### config.mk
export PLATFORM = sky130hd
export DESIGN_NAME = urls_top
export DESIGN_NICKNAME = d
export VERILOG_FILES = /design/src/common/urls_pkg.sv /design/src/rtl/urls_err_track.sv /design/src/rtl/urls_top.sv
export SDC_FILE = /design/constraint.sdc
export NUM_CORES = 1
export LEC_CHECK = 0
export ABC_AREA = 1
export BUFFER_PORTS_ARGS = -buffer_cell sky130_fd_sc_hd__buf_4
export CORE_UTILIZATION = 61
export CTS_BUF_LIST = sky130_fd_sc_hd__clkbuf_16
export DETAILED_ROUTE_END_ITERATION = 8
export PLACE_DENSITY = 0.82
export RECOVER_POWER = 50
export SYNTH_ARGS = -nofsm -noshare
export SYNTH_HDL_FRONTEND = slang
export SYNTH_SLANG_ARGS = --single-unit
export TNS_END_PERCENT = 100
### constraint.sdc
create_clock -name clk_i -period 6.8 [get_ports clk_i]
set_clock_uncertainty 0.2 [all_clocks]
set_input_delay 1.36 -clock clk_i [delete_from_list [all_inputs] [get_ports clk_i]]
set_output_delay 1.36 -clock clk_i [all_outputs]
set_load 0.05 [all_outputs]
### src/common/urls_pkg.sv
// constants, field positions and trigger decoders for the rts/line-status block
`default_nettype none
package urls_pkg;
   // bus and fifo geometry
   localparam int ADDR_W = 32;
   localparam int DATA_W = 16;
   localparam int DEPTH  = 16;
   localparam int PTR_W  = 4;
   localparam int LVL_W  = 5;
   localparam int MCR_W  = 7;
   localparam int IRQ_W  = 2;
   localparam logic [LVL_W-1:0] DEPTH_LVL = 5'h10;
   localparam logic [LVL_W-1:0] LVL_ZERO  = 5'h00;
   localparam logic [LVL_W-1:0] LVL_ONE   = 5'h01;

   // register byte addresses
   localparam logic [ADDR_W-1:0] IER_ADDR  = 32'h5000_1004;
   localparam logic [ADDR_W-1:0] FCR_ADDR  = 32'h5000_1008;
   localparam logic [ADDR_W-1:0] MCR_ADDR  = 32'h5000_1010;
   localparam logic [ADDR_W-1:0] LSR_ADDR  = 32'h5000_1014;
   localparam logic [ADDR_W-1:0] ISTA_ADDR = 32'h5000_1040;
   localparam logic [ADDR_W-1:0] IMSK_ADDR = 32'h5000_1044;

   // modem_line_control fields
   localparam int MCR_RTS  = 1;
   localparam int MCR_LB   = 4;
   localparam int MCR_AUTO_FLOW_ENABLE = 5;
   // fifo_ctrl fields
   localparam int FCR_FIFO_EN = 0;
   localparam int FCR_TXT_LO  = 4;
   localparam int FCR_RXT_LO  = 6;
   // irq_enable_ctrl fields
   localparam int IER_THRE_EN   = 1;
   localparam int IER_THRE_MODE = 7;
   // line_state_status fields
   localparam int LSR_THRE = 5;
   localparam int LSR_TEMT = 6;
   localparam int LSR_RFE  = 7;
   // interrupt status / mask fields
   localparam int IRQ_THRE = 0;
   localparam int IRQ_RFE  = 1;

   // reset values
   localparam logic [MCR_W-1:0] MCR_RST  = 7'h00;
   localparam logic [7:0]       FCR_RST  = 8'h00;
   localparam logic [7:0]       IER_RST  = 8'h00;
   localparam logic [IRQ_W-1:0] IRQ_RST  = 2'h0;
   localparam logic             THRE_RST = 1'h1;
   localparam logic             TEMT_RST = 1'h1;
   localparam logic             RFE_RST  = 1'h0;

   // receive trigger: 1, quarter, half, two below full
   function automatic logic [LVL_W-1:0] rx_trig(input logic [1:0] sel);
      case (sel)
         2'h0:    rx_trig = 5'h01;
         2'h1:    rx_trig = 5'h04;
         2'h2:    rx_trig = 5'h08;
         default: rx_trig = 5'h0E;
      endcase
   endfunction

   // transmit trigger: empty, two, quarter, half
   function automatic logic [LVL_W-1:0] tx_trig(input logic [1:0] sel);
      case (sel)
         2'h0:    tx_trig = 5'h00;
         2'h1:    tx_trig = 5'h02;
         2'h2:    tx_trig = 5'h04;
         default: tx_trig = 5'h08;
      endcase
   endfunction
endpackage
`default_nettype wire

### src/rtl/urls_err_track.sv
// receive fifo shadow: per-entry error bits, fill level and error flag
`default_nettype none
module urls_err_track (
   // clock and reset
   input  wire logic                      clk_i,
   input  wire logic                      rst_n_i,
   // receive fifo traffic
   input  wire logic                      push_i,
   input  wire logic                      push_err_i,
   input  wire logic                      pop_i,
   input  wire logic                      fifo_en_i,
   input  wire logic                      lsr_rd_i,
   // state out
   output logic [urls_pkg::LVL_W-1:0]     level_o,
   output logic                           rfe_o
);
   typedef struct packed {
      logic [urls_pkg::DEPTH-1:0] bits;
      logic [urls_pkg::PTR_W-1:0] wp;
      logic [urls_pkg::PTR_W-1:0] rp;
      logic [urls_pkg::LVL_W-1:0] cnt;
      logic [urls_pkg::LVL_W-1:0] ecnt;
      logic                       flag;
   } urls_trk_t;

   localparam urls_trk_t TRK_RST = '{bits: '0, wp: '0, rp: '0,
      cnt: urls_pkg::LVL_ZERO, ecnt: urls_pkg::LVL_ZERO,
      flag: urls_pkg::RFE_RST};

   urls_trk_t s;
   urls_trk_t next_s;
   logic      do_push;
   logic      do_pop;
   logic      err_in;
   logic      err_out;
   logic      set_flag;
   logic      clr_flag;

   // shadow update; a push into a full fifo is an overrun and is dropped
   always_comb begin
      next_s   = s;
      do_push  = push_i && (s.cnt != urls_pkg::DEPTH_LVL);
      do_pop   = pop_i && (s.cnt != urls_pkg::LVL_ZERO);
      err_in   = do_push && push_err_i;
      err_out  = do_pop && s.bits[s.rp];
      set_flag = err_in && fifo_en_i;
      // clear with no error queued, or with the errored entry at the head and none behind it
      clr_flag = lsr_rd_i && ((s.ecnt == urls_pkg::LVL_ZERO) ||
                 (s.bits[s.rp] && (s.ecnt == urls_pkg::LVL_ONE)));
      if (do_push) begin
         next_s.bits[s.wp] = push_err_i;
         next_s.wp         = s.wp + 4'h1;
      end
      if (do_pop) begin
         next_s.rp = s.rp + 4'h1;
      end
      case ({do_push, do_pop})
         2'b10:   next_s.cnt = s.cnt + 5'h01;
         2'b01:   next_s.cnt = s.cnt - 5'h01;
         default: next_s.cnt = s.cnt;
      endcase
      case ({err_in, err_out})
         2'b10:   next_s.ecnt = s.ecnt + 5'h01;
         2'b01:   next_s.ecnt = s.ecnt - 5'h01;
         default: next_s.ecnt = s.ecnt;
      endcase
      // a new error beats a simultaneous read clear
      next_s.flag = set_flag || (s.flag && !clr_flag);
   end

   always_ff @(posedge clk_i or negedge rst_n_i) begin
      if (!rst_n_i) begin
         s <= TRK_RST;
      end else begin
         s <= next_s;
      end
   end

   assign level_o = s.cnt;
   assign rfe_o   = s.flag;

   rfe_set_a: assert property (
      @(posedge clk_i) disable iff (!rst_n_i)
      set_flag |=> rfe_o)
      else $error("error flag missed an errored push");
   rfe_hold_a: assert property (
      @(posedge clk_i) disable iff (!rst_n_i)
      lsr_rd_i && rfe_o && (s.ecnt > urls_pkg::LVL_ONE) |=> rfe_o)
      else $error("error flag cleared with errors still queued");
endmodule
`default_nettype wire

### src/rtl/urls_top.sv
// request-to-send control and upper line-status flags of the serial port
`default_nettype none
module urls_top #(
   parameter bit AUTO_FLOW_OPTION = 1'b1
) (
   // clock and reset
   input  wire logic                        clk_i,
   input  wire logic                        rst_n_i,
   // register port
   input  wire logic [urls_pkg::ADDR_W-1:0] addr_i,
   input  wire logic [urls_pkg::DATA_W-1:0] wdata_i,
   input  wire logic                        wr_i,
   input  wire logic                        rd_i,
   output logic [urls_pkg::DATA_W-1:0]      rdata_o,
   // transmit path state
   input  wire logic [urls_pkg::LVL_W-1:0]  tx_count_i,
   input  wire logic                        tx_shift_busy_i,
   // receive fifo traffic
   input  wire logic                        rx_push_i,
   input  wire logic                        rx_push_err_i,
   input  wire logic                        rx_pop_i,
   // modem side
   output logic                             rts_n_o,
   output logic                             loop_rts_o,
   // interrupt
   output logic                             irq_o
);
   typedef struct packed {
      logic [urls_pkg::MCR_W-1:0]  modem_line_control;
      logic [7:0]                  fifo_ctrl;
      logic [7:0]                  irq_enable_ctrl;
      logic [urls_pkg::IRQ_W-1:0]  stat;
      logic [urls_pkg::IRQ_W-1:0]  mask;
      logic [urls_pkg::DATA_W-1:0] rdata;
      logic                        rts_n;
      logic                        loop_rts;
      logic                        thre;
      logic                        temt;
      logic                        trig_d;
      logic                        rfe_d;
      logic                        irq;
   } urls_state_t;

   localparam urls_state_t ST_RST = '{
      modem_line_control:      urls_pkg::MCR_RST,
      fifo_ctrl:      urls_pkg::FCR_RST,
      irq_enable_ctrl:      urls_pkg::IER_RST,
      stat:     urls_pkg::IRQ_RST,
      mask:     urls_pkg::IRQ_RST,
      rdata:    '0,
      rts_n:    1'h1,
      loop_rts: 1'h0,
      thre:     urls_pkg::THRE_RST,
      temt:     urls_pkg::TEMT_RST,
      trig_d:   1'h1,
      rfe_d:    urls_pkg::RFE_RST,
      irq:      1'h0
   };

   urls_state_t                 s;
   urls_state_t                 next_s;
   logic [urls_pkg::LVL_W-1:0]  rx_level;
   logic                        rfe;
   logic                        lsr_rd;
   logic                        fifo_en;
   logic                        afc_on;
   logic                        thre_mode;
   logic                        hold_empty;
   logic                        tx_full;
   logic                        trig_now;
   logic                        ev_thre;
   logic                        ev_rfe;
   logic                        rx_over;
   logic [urls_pkg::IRQ_W-1:0]  set_v;
   logic [urls_pkg::IRQ_W-1:0]  clr_v;

   // read of line_state_status carries the error-clear side effect
   assign lsr_rd = rd_i && (addr_i == urls_pkg::LSR_ADDR);

   urls_err_track u_trk (
      .clk_i      (clk_i),
      .rst_n_i    (rst_n_i),
      .push_i     (rx_push_i),
      .push_err_i (rx_push_err_i),
      .pop_i      (rx_pop_i),
      .fifo_en_i  (s.fifo_ctrl[urls_pkg::FCR_FIFO_EN]),
      .lsr_rd_i   (lsr_rd),
      .level_o    (rx_level),
      .rfe_o      (rfe)
   );

   // mode decode from the control registers
   always_comb begin
      fifo_en   = s.fifo_ctrl[urls_pkg::FCR_FIFO_EN];
      // auto flow only counts with the fifos on
      afc_on    = s.modem_line_control[urls_pkg::MCR_AUTO_FLOW_ENABLE] && fifo_en;
      thre_mode = s.irq_enable_ctrl[urls_pkg::IER_THRE_MODE] && fifo_en;
      rx_over   = rx_level >
                  urls_pkg::rx_trig(s.fifo_ctrl[urls_pkg::FCR_RXT_LO +: 2]);
      hold_empty = (tx_count_i == urls_pkg::LVL_ZERO);
      tx_full    = (tx_count_i == urls_pkg::DEPTH_LVL);
   end

   // holding-empty trigger: plain empty, or at/below the tx threshold
   always_comb begin
      if (thre_mode) begin
         trig_now = tx_count_i <=
            urls_pkg::tx_trig(s.fifo_ctrl[urls_pkg::FCR_TXT_LO +: 2]);
      end else begin
         trig_now = hold_empty;
      end
      // edge only: a level would re-fire after every write-1 clear
      ev_thre = trig_now && !s.trig_d &&
                s.irq_enable_ctrl[urls_pkg::IER_THRE_EN];
      ev_rfe  = rfe && !s.rfe_d;
   end

   // interrupt set and clear vectors
   always_comb begin
      set_v = '0;
      clr_v = '0;
      set_v[urls_pkg::IRQ_THRE] = ev_thre;
      set_v[urls_pkg::IRQ_RFE]  = ev_rfe;
      if (wr_i && (addr_i == urls_pkg::ISTA_ADDR)) begin
         clr_v = wdata_i[urls_pkg::IRQ_W-1:0];
      end
   end

   // next state of every register of the block except those held in the error tracker
   always_comb begin
      next_s        = s;
      next_s.rdata  = '0;
      next_s.trig_d = trig_now;
      next_s.rfe_d  = rfe;

      // software writes
      if (wr_i) begin
         case (addr_i)
            urls_pkg::MCR_ADDR: begin
               next_s.modem_line_control = wdata_i[urls_pkg::MCR_W-1:0];
               if (!AUTO_FLOW_OPTION) begin
                  next_s.modem_line_control[urls_pkg::MCR_AUTO_FLOW_ENABLE] = 1'h0;
               end
            end
            urls_pkg::FCR_ADDR: begin
               next_s.fifo_ctrl = wdata_i[7:0];
            end
            urls_pkg::IER_ADDR: begin
               next_s.irq_enable_ctrl = wdata_i[7:0];
            end
            urls_pkg::IMSK_ADDR: begin
               next_s.mask = wdata_i[urls_pkg::IRQ_W-1:0];
            end
            default: begin
               next_s.modem_line_control = s.modem_line_control;
            end
         endcase
      end

      // reads answer one cycle later; unmapped reads give zero
      if (rd_i) begin
         case (addr_i)
            urls_pkg::MCR_ADDR: begin
               // stored value, untouched by loopback or gating
               next_s.rdata[urls_pkg::MCR_W-1:0] = s.modem_line_control;
            end
            urls_pkg::LSR_ADDR: begin
               next_s.rdata[urls_pkg::LSR_RFE]  = rfe;
               next_s.rdata[urls_pkg::LSR_TEMT] = s.temt;
               next_s.rdata[urls_pkg::LSR_THRE] = s.thre;
            end
            urls_pkg::FCR_ADDR: begin
               next_s.rdata[7:0] = s.fifo_ctrl;
            end
            urls_pkg::IER_ADDR: begin
               next_s.rdata[7:0] = s.irq_enable_ctrl;
            end
            urls_pkg::ISTA_ADDR: begin
               next_s.rdata[urls_pkg::IRQ_W-1:0] = s.stat;
            end
            urls_pkg::IMSK_ADDR: begin
               next_s.rdata[urls_pkg::IRQ_W-1:0] = s.mask;
            end
            default: begin
               next_s.rdata = '0;
            end
         endcase
      end

      // line-status flags
      next_s.temt = hold_empty && !tx_shift_busy_i;
      next_s.thre = thre_mode ? tx_full : hold_empty;

      // sticky status: an event in the clearing cycle survives
      next_s.stat = (s.stat & ~clr_v) | set_v;
      next_s.irq  = |(next_s.stat & next_s.mask);

      // send-request pin, active low
      if (s.modem_line_control[urls_pkg::MCR_LB]) begin
         next_s.rts_n = 1'h1;
      end else if (!s.modem_line_control[urls_pkg::MCR_RTS]) begin
         next_s.rts_n = 1'h1;
      end else if (afc_on && rx_over) begin
         next_s.rts_n = 1'h1;
      end else begin
         next_s.rts_n = 1'h0;
      end
      // loopback copy toward the modem-input side
      next_s.loop_rts = s.modem_line_control[urls_pkg::MCR_LB] &&
                        s.modem_line_control[urls_pkg::MCR_RTS];
   end

   // single state register; reset leaves both empty flags at one
   always_ff @(posedge clk_i or negedge rst_n_i) begin
      if (!rst_n_i) begin
         s <= ST_RST;
      end else begin
         s <= next_s;
      end
   end

   assign rdata_o    = s.rdata;
   assign rts_n_o    = s.rts_n;
   assign loop_rts_o = s.loop_rts;
   assign irq_o      = s.irq;

   // pin behaviour
   rts_drive_a: assert property (
      @(posedge clk_i) disable iff (!rst_n_i)
      !s.modem_line_control[urls_pkg::MCR_LB] && s.modem_line_control[urls_pkg::MCR_RTS] && !afc_on
      |=> !rts_n_o)
      else $error("send-request not asserted by rts bit");
   rts_gate_a: assert property (
      @(posedge clk_i) disable iff (!rst_n_i)
      afc_on && rx_over |=> rts_n_o)
      else $error("send-request not gated by rx threshold");
   rts_off_a: assert property (
      @(posedge clk_i) disable iff (!rst_n_i)
      !s.modem_line_control[urls_pkg::MCR_RTS] |=> rts_n_o)
      else $error("send-request active with rts bit clear");
   loop_hold_a: assert property (
      @(posedge clk_i) disable iff (!rst_n_i)
      s.modem_line_control[urls_pkg::MCR_LB]
      |=> rts_n_o && (loop_rts_o == $past(s.modem_line_control[urls_pkg::MCR_RTS])))
      else $error("loopback did not hold pin or feed back");
   afc_fifo_a: assert property (
      @(posedge clk_i) disable iff (!rst_n_i)
      !fifo_en && s.modem_line_control[urls_pkg::MCR_RTS] && !s.modem_line_control[urls_pkg::MCR_LB]
      |=> !rts_n_o)
      else $error("auto flow active without fifos");

   // status flags, holding-empty interrupt and rts bit readback
   temt_flag_a: assert property (
      @(posedge clk_i) disable iff (!rst_n_i)
      s.temt == $past(hold_empty && !tx_shift_busy_i))
      else $error("transmitter empty flag wrong");
   thre_empty_a: assert property (
      @(posedge clk_i) disable iff (!rst_n_i)
      !thre_mode |=> s.thre == $past(hold_empty))
      else $error("holding empty flag wrong");
   thre_full_a: assert property (
      @(posedge clk_i) disable iff (!rst_n_i)
      thre_mode && tx_full |=> s.thre)
      else $error("threshold mode flag not showing full");
   thre_irq_a: assert property (
      @(posedge clk_i) disable iff (!rst_n_i)
      ev_thre && s.mask[urls_pkg::IRQ_THRE] |=> irq_o)
      else $error("holding empty event raised no interrupt");
   mcr_read_a: assert property (
      @(posedge clk_i) disable iff (!rst_n_i)
      rd_i && (addr_i == urls_pkg::MCR_ADDR)
      |=> rdata_o[urls_pkg::MCR_RTS] == $past(s.modem_line_control[urls_pkg::MCR_RTS]))
      else $error("rts bit readback wrong");

   // main scenarios
   gate_seen_c: cover property (@(posedge clk_i) disable iff (!rst_n_i)
      afc_on && s.modem_line_control[urls_pkg::MCR_RTS] && rx_over ##1 rts_n_o);
   loop_seen_c: cover property (@(posedge clk_i) disable iff (!rst_n_i)
      s.modem_line_control[urls_pkg::MCR_LB] ##1 loop_rts_o);
   rfe_read_c: cover property (@(posedge clk_i) disable iff (!rst_n_i)
      rfe && lsr_rd ##1 !rfe);
   thre_irq_c: cover property (@(posedge clk_i) disable iff (!rst_n_i)
      thre_mode && ev_thre ##1 irq_o);
endmodule
`default_nettype wire

==> results of run 1 <==
## metal layers
metal | routed length (microns) | up-vias | share of wire (%)
met4 | 177 | 0 | 1.8
met3 | 438 | 16 | 4.4
met5 | 0 | - | 0
met2 | 5110 | 130 | 51
met1 | 4320 | 1907 | 43
li1 | - | 1963 | -
## state kept, by name (all words and copies together), names as in the netlist
signal	cells
s	30
u_trk.s	29
rdata_o	8
u_trk.level_o	5
fifo_en	1
irq_o	1
loop_rts_o	1
rts_n_o	1
u_trk.rfe_o	1
## through the flow
step	utilization, %	std cells	total power [W]	hold slack (ns)	instance area, sq um
6_report	73.0	756	0.00164	0.232	5290
5_1_grt	73.0	756	0.00175	0.253	5290
4_1_cts	73.0	756	0.00164	0.238	5300
3_5_place_dp	69.0	740	0.00116	0.218	5000
3_3_place_gp	69.0	740	0.00113	0.211	5000
2_1_floorplan	-	602	0.00102	0.174	4590
## worst max-delay path by stage
| stage | startpoint | end | slack (ns) | cells past startpoint |
|---|---|---|---|---|
| 2_1_floorplan | rx_pop_i | u_trk.level_o[4] | 3.78 | 11 |
| 3_3_place_gp | addr_i[6] | s[41] | 3.03 | 8 |
| 3_5_place_dp | addr_i[6] | s[41] | 3.01 | 8 |
| 4_1_cts | addr_i[6] | s[41] | 3.35 | 8 |
| 5_1_grt | addr_i[6] | s[41] | 3.16 | 9 |
| 6_report | addr_i[6] | s[41] | 3.31 | 8 |
## kinds of logic after synthesis
group	after synthesis	synth area share, %
compound gates	69	8.89
xor+xnor	14	2.69
buf+inv	106	10.7
flops	77	42.4
other cells	1	0.0822
fa+ha+maj	22	6.20
simple gates	306	29.1
## report_power, final
part	internal, W	leakage, nW	switching (W)
clock network	0.000282	0.141	0.000188
logic	0.000203	1.54	0.000305
registers	0.000559	0.987	0.000101
total	0.00104	2.67	0.000594
## Yosys cell counts, types with 3 or more instances
library cell	n
dfrtp_1	73
nand2_2	3
dfstp_2	4
a21oi_1	10
nor2_2	3
o21ai_0	30
nor3_1	3
o21ai_2	12
inv_2	5
nor2_1	69
o21ai_1	11
buf_4	19
ha_1	21
nand2_1	167
xnor2_1	4
xor2_1	10
inv_1	75
nand3_1	43
nor2_4	3
## layout make-up
class,count,area [sq um],share of cell area [%]
Clock inverter,7,66.3,1.25
Sequential cell,77,1930,36.5
Tap cell,99,124,2.34
Clock buffer,9,225,4.26
Timing Repair Buffer,63,469,8.87
Multi-Input combinational cell,419,2170,40.9
Inverter,82,309,5.84
## worst max-delay path: cells and delay by family
family / cells / cell delay (ns)
AOI/OAI and AO/OA: 1 / 0.34
and+or+nand+nor: 5 / 1.64
buffers and inverters: 2 / 0.17
==> results.ini, run 1 <==
[critical_path]
r2r_cells = 12
rrSetupSlack_ns = 3.82
end_kind = register
worstReg2RegEnd = u_trk.level_o[4]
slowest_stage = nor2_1
r2r-start = u_trk.level_o[1]
worstSetupStartpointType = input port
crit_required_ns = 6.82
cpPeakStageDelay_ns = 0.61
crit_chain = buf_4 -> inv_2 -> nand2_2 -> nor2_2 -> nand3_1 -> nor2_1 -> nand2_1 -> o21ai_0
cp.arrival_ns = 3.51
critical_path_class = in -> reg
worst-path-max-fanout = 16

[grt]
antenna_found_initial = 0
grt_pass1_vias = 3893
met2_usage_pct = 49.9
grt_max_degree = 78
grtUsageTotal_pct = 28.1
met1_usage_pct = 34.8
grt_overflow_total = 0
grt_busiest_layer = met2
met3_usage_pct = 4.85
grt_pass1_wl_microns = 16900

[timing]
hold_violations = 0
finalSetupViolations = 0
rsz0062_at_grt = no
period_needed_ns = 3.49
slew_headroom_pct = 36.8
fin_crit_sh_pct = 51.3
setup_tns_ns = 0
fmax_mhz = 287
fin_ws_ns = 3.31
worstMarginPinSlew_ns = 0.948
drv_slew = 0

[floorplanning]
dieArea_sq_mm = 0.00782
rows = 31
initial_core_util_pct = 62.9
die_w_microns = 88.5
die-height_microns = 88.5
pin_count = 80
core_sq_mm = 0.00725

[clock_tree]
cts_tree = built
cts_max_level = 3
clockRootBuffer = clkbuf_16
numCtsBuffers = 9
clk_path_buf_depth = 2
clk_pin_slew_ns = 0.06
cts.repair.resized = 0
cts-hold-fix-buffers = 0
post-cts-setup-buffers = 0
clock-sinks = 77
clk_latency_ns = 0.33

[finish]
num-fill-cells = 595
area_delta_synth_final_pct = 16.1
antenna_cells = 0
drive_gt1_share_pct = 17.7
layout_common_cells = 167 x nand2_1, 76 x inv_1, 73 x dfrtp_1
final_net_count = 735
layout_commonest_cell = nand2_1

[min_path]
hold_path_depth = 0
hold_path.startpoint = u_trk.rfe_o
hold_end = s[1]
min_path_type = reg -> reg

[synthesis]
synthCells = 595
seq_area_frac_synth_pct = 42.4
synth_area_sq_mm = 0.00456
yosys.area.top_type = dfrtp_1
yosysWarnings = 0
ys_types = 41
synth.avg_cell_area_sq_um = 7.66
synthTopCellsByArea = dfrtp_1 40%, nand2_1 14%, inv_1 6.2%
ys_ff_latch = 77
synth_top_area_share_pct = 40.1
synth_edf_count = 0
ys.flop_type = dfrtp_1
async_reset_ff_share_pct = 100

[detailed_routing]
antenna_left = 0
drc = 0
routed_wl_microns = 10000
wl_per_cell_microns = 13.3
num_vias = 4016
first_pass_iters = 5
drtIter0Drc = 305
vias_per_cell = 5.31

[power_and_ir_drop]
power_density_mw_per_mm2 = 310
ir_drop_mv = 0.167
leakagePower_nw = 2.67

[place]
gp_congestion = 0.907
io_buffers = 63
pre_cts_ws_ns = 3.01
hpwlAfterDp_microns = 7420

[status]
status = finished clean

[job]
drv_cap = 0

No activity file was read; power rests on OpenSTA's default activity.
==> inputs of run 2 (changes only) <==
--- a/config.mk
+++ b/config.mk
@@ -7,10 +7,10 @@
 export LEC_CHECK = 0
 export ABC_AREA = 1
 export BUFFER_PORTS_ARGS = -buffer_cell sky130_fd_sc_hd__buf_4
-export CORE_UTILIZATION = 61
+export CORE_UTILIZATION = 57
 export CTS_BUF_LIST = sky130_fd_sc_hd__clkbuf_16
 export DETAILED_ROUTE_END_ITERATION = 8
-export PLACE_DENSITY = 0.82
+export PLACE_DENSITY = 0.77
 export RECOVER_POWER = 50
 export SYNTH_ARGS = -nofsm -noshare
 export SYNTH_HDL_FRONTEND = slang
==> constraint.sdc (replaced) <==
create_clock -name clk_i -period 3.63 [get_ports clk_i]
set_clock_uncertainty 0.2 [all_clocks]
set_input_delay 0.726 -clock clk_i [delete_from_list [all_inputs] [get_ports clk_i]]
set_output_delay 0.726 -clock clk_i [all_outputs]
set_load 0.05 [all_outputs]
==> results.ini, run 2 (synthesis results as in run 1) <==
[status]
status = finished, violations left
violations = max-capacitance violations, max-slew violations

[critical_path]
critical_path_class = reg -> reg
worst-path-max-fanout = 8  ; -8
end_kind = register
endpoint = u_trk.level_o[4]
worstSetupStartpoint = u_trk.level_o[1]
worstReg2RegEnd = u_trk.level_o[4]
cp.arrival_ns = 2.94  ; -0.57 ns
worstSetupStartpointType = register
crit_required_ns = 3.68  ; -3.14 ns
rrSetupSlack_ns = 0.74  ; -3.08 ns
r2r-start = u_trk.level_o[1]
r2r_cells = 12  ; unchanged

[timing]
fmax_mhz = 346
slew_headroom_pct = -27.3  ; -64 points
setup_tns_ns = 0  ; unchanged
drv_slew = 78  ; +78
hold_violations = 0  ; unchanged
fin_crit_sh_pct = 79.6
period_needed_ns = 2.89
rsz0062_at_grt = no
finalSetupViolations = 0  ; unchanged
worstMarginPinSlew_ns = 1.91  ; +0.962 ns

[detailed_routing]
wl_per_cell_microns = 13.1  ; -1.7%
drtIter0Drc = 201  ; -34%
antenna_left = 0  ; unchanged
vias_per_cell = 5.16  ; -2.9%
drc = 0  ; unchanged
routed_wl_microns = 9930  ; -1.2%
first_pass_iters = 5  ; unchanged
num_vias = 3921  ; -2.4%

[clock_tree]
cts_max_level = 3  ; unchanged
clock-sinks = 77  ; unchanged
post-cts-setup-buffers = 0  ; unchanged
clk_latency_ns = 0.33  ; about the same
clk_pin_slew_ns = 0.06  ; about the same
cts_tree = built
cts.repair.resized = 0  ; unchanged
clockRootBuffer = clkbuf_16
cts-hold-fix-buffers = 0  ; unchanged
clk_path_buf_depth = 2  ; unchanged
numCtsBuffers = 9  ; unchanged

[finish]
regMostFlops = s
layout_commonest_cell = nand2_1
area_delta_synth_final_pct = 16.3
antenna_cells = 0  ; unchanged
final_net_count = 736  ; +0.14%
layout_common_cells = 167 x nand2_1, 75 x inv_1, 73 x dfrtp_1
drive_gt1_share_pct = 17.9  ; +0.28 points
largest_register_ffs = 30  ; unchanged
post-route-util_pct = 68.6  ; -4.3 points

[power_and_ir_drop]
power_density_mw_per_mm2 = 570  ; +84%
p_switching_w = 0.00107  ; +80%
leakagePower_nw = 2.68  ; +0.17%
swShare_pct = 35.5  ; -0.83 points
p_int_w = 0.00195  ; +87%
p_seq_share_pct = 40.8  ; +0.5 points
ir_drop_mv = 0.427  ; +160%
pwr-share-comb_pct = 30.9  ; about the same
power.share.clock_pct = 28.3  ; -0.4 points

[place]
hpwlAfterDp_microns = 7280  ; -1.9%
gp_congestion = 0.870  ; -4.1%
io_buffers = 63  ; unchanged

[grt]
grt_pass1_wl_microns = 17300  ; +2.4%
grt_max_degree = 78  ; unchanged
grt_pass1_vias = 3863  ; -0.77%
grt_overflow_total = 0  ; unchanged
grtUsageTotal_pct = 26.2  ; -1.9 points
antenna_found_initial = 0  ; unchanged

[floorplanning]
dieArea_sq_mm = 0.00836  ; +6.9%
core_sq_mm = 0.00773  ; +6.5%
initial_core_util_pct = 59.0  ; -3.9 points
die-height_microns = 91.4  ; +3.4%
die_w_microns = 91.4  ; +3.4%
pin_count = 80  ; unchanged
rows = 32  ; +3.2%

[min_path]
hold_path.startpoint = u_trk.rfe_o
min_path_type = reg -> reg

[job]
drv_cap = 1  ; +1

## run 2: worst min path at each step
stage	cells after the start	to
2_1_floorplan	0	s[1]
3_3_place_gp	0	s[1]
3_5_place_dp	0	s[1]
4_1_cts	0	s[1]
5_1_grt	0	s[1]
6_report	0	s[1]
## run 2: stage by stage
stage / hold slack (ns) / total power (W) / instances / setup WS [ns] / area, sq um
2_1_floorplan: 0.174 / 0.00191 / 602 / 1.15 / 4590
3_3_place_gp: 0.200 / 0.00211 / 744 / 0.893 / 5010
3_5_place_dp: 0.200 / 0.00216 / 744 / 0.766 / 5010
4_1_cts: 0.214 / 0.00304 / 760 / 0.735 / 5310
5_1_grt: 0.247 / 0.00326 / 760 / 0.530 / 5300
6_report: 0.213 / 0.00302 / 760 / 0.739 / 5300
## run 2: power by group through the flow
| stage | Clock (W) | Combinational (W) | Sequential, W |
|---|---|---|---|
| 2_1_floorplan | 0 | 0.000727 | 0.00118 |
| 3_3_place_gp | 0 | 0.000873 | 0.00124 |
| 3_5_place_dp | 0 | 0.000915 | 0.00124 |
| 4_1_cts | 0.000872 | 0.000935 | 0.00123 |
| 5_1_grt | 0.000907 | 0.00110 | 0.00126 |
| 6_report | 0.000857 | 0.000934 | 0.00123 |
## run 2: final cells by class
class	instances	area, sq um
sequential	77	1930
tap	102	128
timing repair buffer	64	478
multi-input combinational	419	2170
inverter	82	309
fill	637	2420
clock buffer	9	225
clock inverter	7	66.3
## run 2: critical path, cell delays in order (launching register included)
cell	delay [ns]
dfrtp_1	0.44
nor4_1	0.39
nand2_1	0.09
nand2_1	0.25
ha_1	0.32
inv_1	0.13
fa_1	0.42
nor2_1	0.13
a211oi_1	0.08
nand2_1	0.07
nand2_1	0.05
nor2_1	0.11
xor2_1	0.15
## run 2: layer usage
layer | routed length [microns] | global-route usage, % | vias to the layer above
li1 | - | - | 1960
met1 | 4190 | 32.3 | 1835
met2 | 5010 | 45.2 | 108
met3 | 537 | 5.61 | 18
met4 | 189 | 9.39 | 0
met5 | 0 | 0 | -
==> inputs of run 3 (changes only) <==
--- a/config.mk
+++ b/config.mk
@@ -5,12 +5,12 @@
 export SDC_FILE = /design/constraint.sdc
 export NUM_CORES = 1
 export LEC_CHECK = 0
-export ABC_AREA = 1
+export ABC_AREA = 0
 export BUFFER_PORTS_ARGS = -buffer_cell sky130_fd_sc_hd__buf_4
-export CORE_UTILIZATION = 57
+export CORE_UTILIZATION = 50
 export CTS_BUF_LIST = sky130_fd_sc_hd__clkbuf_16
 export DETAILED_ROUTE_END_ITERATION = 8
-export PLACE_DENSITY = 0.77
+export PLACE_DENSITY = 0.72
 export RECOVER_POWER = 50
 export SYNTH_ARGS = -nofsm -noshare
 export SYNTH_HDL_FRONTEND = slang
==> constraint.sdc (replaced) <==
create_clock -name clk_i -period 2.5 [get_ports clk_i]
set_clock_uncertainty 0.2 [all_clocks]
set_input_delay 0.5 -clock clk_i [delete_from_list [all_inputs] [get_ports clk_i]]
set_output_delay 0.5 -clock clk_i [all_outputs]
set_load 0.05 [all_outputs]
==> results.ini, run 3 <==
[timing]
slew_headroom_pct = 45.1  ; +72 points
fin_ws_ns = -0.0742  ; -0.813 ns
fmax_mhz = 388  ; +12%
hold_slack_ns = 0.0905  ; -0.123 ns
finalSetupViolations = 5  ; +5
rsz0062_at_grt = yes
drv_slew = 0  ; -100%
fin_crit_sh_pct = 103  ; +23 points
worstMarginPinSlew_ns = 0.824  ; -1.09 ns
period_needed_ns = 2.57  ; -0.317 ns
hold_violations = 0  ; unchanged

[clock_tree]
numCtsBuffers = 9  ; unchanged
clk_pin_slew_ns = 0.06  ; about the same
clk_path_buf_depth = 2  ; unchanged
cts_max_level = 3  ; unchanged
clockRootBuffer = clkbuf_16
clk_latency_ns = 0.33  ; about the same
cts_tree = built
clock-sinks = 77  ; unchanged

[synthesis]
synth.avg_cell_area_sq_um = 11.4  ; +49%
ys_ff_latch = 77  ; unchanged
synthCells = 366  ; -38%
yosysMostFrequentCell = dfrtp_1
yosys.area.top_type = dfrtp_1
synth_area_sq_mm = 0.00417  ; -8.6%
synthTopCellsByArea = dfrtp_1 44%, mux2_2 9.5%, ha_1 6.3%
synth_edf_count = 0  ; unchanged
yosysWarnings = 0  ; unchanged
seq_area_frac_synth_pct = 46.4  ; +4.0 points
ys_types = 53  ; +29%
async_reset_ff_share_pct = 100  ; unchanged
synth_top_area_share_pct = 43.8  ; +3.8 points
ys.flop_type = dfrtp_1
synth_common_cells = 73 x dfrtp_1, 35 x mux2_2, 21 x ha_1

[finish]
largest_register_ffs = 30  ; unchanged
regMostFlops = s
drive_gt1_share_pct = 39.0  ; +21 points
antenna_cells = 0  ; unchanged
post-route-util_pct = 67.2  ; -1.4 points
layout_common_cells = 93 x buf_4, 72 x dfrtp_1, 35 x mux2_2
layout_commonest_cell = buf_4
area_delta_synth_final_pct = 27.2
final_net_count = 537  ; -27%

[place]
gp_congestion = 0.816  ; -6.1%
io_buffers = 63  ; unchanged
hpwlAfterDp_microns = 6590  ; -9.4%

[critical_path]
r2r-start = u_trk.level_o[1]
worstPathBufferInverterCount = 3  ; +2
slowest_stage = or4_4
end_kind = register
cp_top_family = simple AND/OR/NAND/NOR gates
cpPeakStageDelay_ns = 0.54  ; +0.10 ns
worstReg2RegEnd = u_trk.level_o[4]
critical_path_class = reg -> reg
rrSetupSlack_ns = -0.07  ; -0.81 ns
crit_chain = or4_4 -> o21a_4 -> inv_4 -> ha_4 -> inv_2 -> fa_2 -> inv_2 -> a21o_1 -> a21oi_2 -> xnor2_1 -> nor2_1 -> xnor2_1
worstSetupStartpointType = register
worst-path-max-fanout = 4  ; -4
crit_required_ns = 2.51  ; -1.17 ns
cp.arrival_ns = 2.59  ; -0.35 ns
r2r_cells = 12  ; unchanged

[detailed_routing]
first_pass_iters = 4  ; -1
routed_wl_microns = 9230  ; -7.0%
drc = 0  ; unchanged
antenna_left = 0  ; unchanged
wl_per_cell_microns = 16.5  ; +26%
num_vias = 3116  ; -21%
drtIter0Drc = 159  ; -21%
vias_per_cell = 5.55  ; +7.7%

[grt]
grt_pass1_wl_microns = 15300  ; -12%
antenna_found_initial = 0  ; unchanged
grtUsageTotal_pct = 23.0  ; -3.1 points
grt_pass1_vias = 3183  ; -18%
grt_overflow_total = 0  ; unchanged
grt_max_degree = 46  ; -41%

[floorplanning]
core_sq_mm = 0.00789  ; +2.1%
dieArea_sq_mm = 0.00870  ; +4.1%
rows = 32  ; unchanged
die_w_microns = 93.3  ; +2.0%
die-height_microns = 93.3  ; +2.0%
initial_core_util_pct = 52.8  ; -6.2 points
pin_count = 80  ; unchanged

[power_and_ir_drop]
leakagePower_nw = 2.48  ; -7.3%
p_int_w = 0.00346  ; +77%
pwr-share-comb_pct = 34.3  ; +3.4 points
power.share.clock_pct = 29.6  ; +1.3 points
ir_drop_mv = 0.635  ; +49%
swShare_pct = 30.6  ; -4.9 points
p_switching_w = 0.00153  ; +42%
power_density_mw_per_mm2 = 941  ; +65%
p_seq_share_pct = 36.0  ; -4.8 points

[min_path]
min_path_type = in -> reg
hold_path_depth = 2  ; +2
hold_end = s[3]
hold_path.startpoint = tx_shift_busy_i

[status]
status = finished, violations left
violations = negative setup slack

[job]
drv_cap = 0  ; -1

-- run 3: logic make-up after synthesis --
logic type | Yosys count | synth area share, %
buf+inv | 48 | 5.89
flops | 77 | 46.4
compound gates | 43 | 7.00
fa+ha+maj | 22 | 6.79
simple gates | 103 | 14.4
xor+xnor | 19 | 3.99
other cells | 1 | 0.0900
mux | 53 | 15.5
-- run 3: worst max path at each step --
stage	slack (ns)	startpoint	cells after the start	end
floorplan	-0.30	u_trk.level_o[2]	13	u_trk.level_o[4]
global placement	-0.19	u_trk.s[11]	7	u_trk.s[5]
detailed placement	-0.25	u_trk.s[11]	7	u_trk.s[4]
CTS	-0.09	u_trk.level_o[1]	12	u_trk.level_o[4]
global route	-0.18	u_trk.level_o[1]	12	u_trk.level_o[4]
finish	-0.07	u_trk.level_o[1]	12	u_trk.level_o[4]
-- run 3: layer usage --
metal | GRT usage (%) | vias to the layer above | share of wire [%]
li1 | - | 1466 | -
met1 | 28.8 | 1537 | 42
met2 | 40.7 | 103 | 51
met3 | 3.98 | 10 | 5.2
met4 | 7.18 | 0 | 1.2
met5 | 0 | - | 0
-- run 3: layout make-up --
class	count	area [sq um]
tap	102	128
fill	592	2590
timing repair buffer	99	736
inverter	19	73.8
multi-input combinational	248	2090
clock inverter	7	114
clock buffer	9	225
sequential	77	1930
-- run 3: stage by stage --
step	power (W)	area (sq um)	instances	TNS (ns)	setup slack [ns]
floorplan	0.00287	4250	373	-0.693	-0.296
finish	0.00499	5300	561	-0.260	-0.0742
CTS	0.00495	5300	559	-0.285	-0.0925
detailed placement	0.00337	4880	538	-1.96	-0.248
global placement	0.00327	4880	538	-1.18	-0.187
global route	0.00527	5300	561	-0.731	-0.182
-- run 3: power groups by stage --
| stage | sequential (W) | clock, W | combinational [W] |
|---|---|---|---|
| floorplan | 0.00170 | 0 | 0.00117 |
| global placement | 0.00179 | 0 | 0.00148 |
| detailed placement | 0.00181 | 0 | 0.00156 |
| CTS | 0.00180 | 0.00149 | 0.00167 |
| global route | 0.00183 | 0.00155 | 0.00189 |
| finish | 0.00180 | 0.00148 | 0.00171 |
-- run 3: what timing repair did --
| item | 4_1_cts | 5_1_grt |
|---|---|---|
| pin swaps | 15 | 4 |
| endpoints found under the hold margin | 32 | 0 |
| hold buffers | 1 | 0 |
| endpoints found under the setup margin | 8 | 8 |
| cloned | 0 | 0 |
| gates resized for setup | 12 | 4 |
| setup buffers | 4 | 2 |
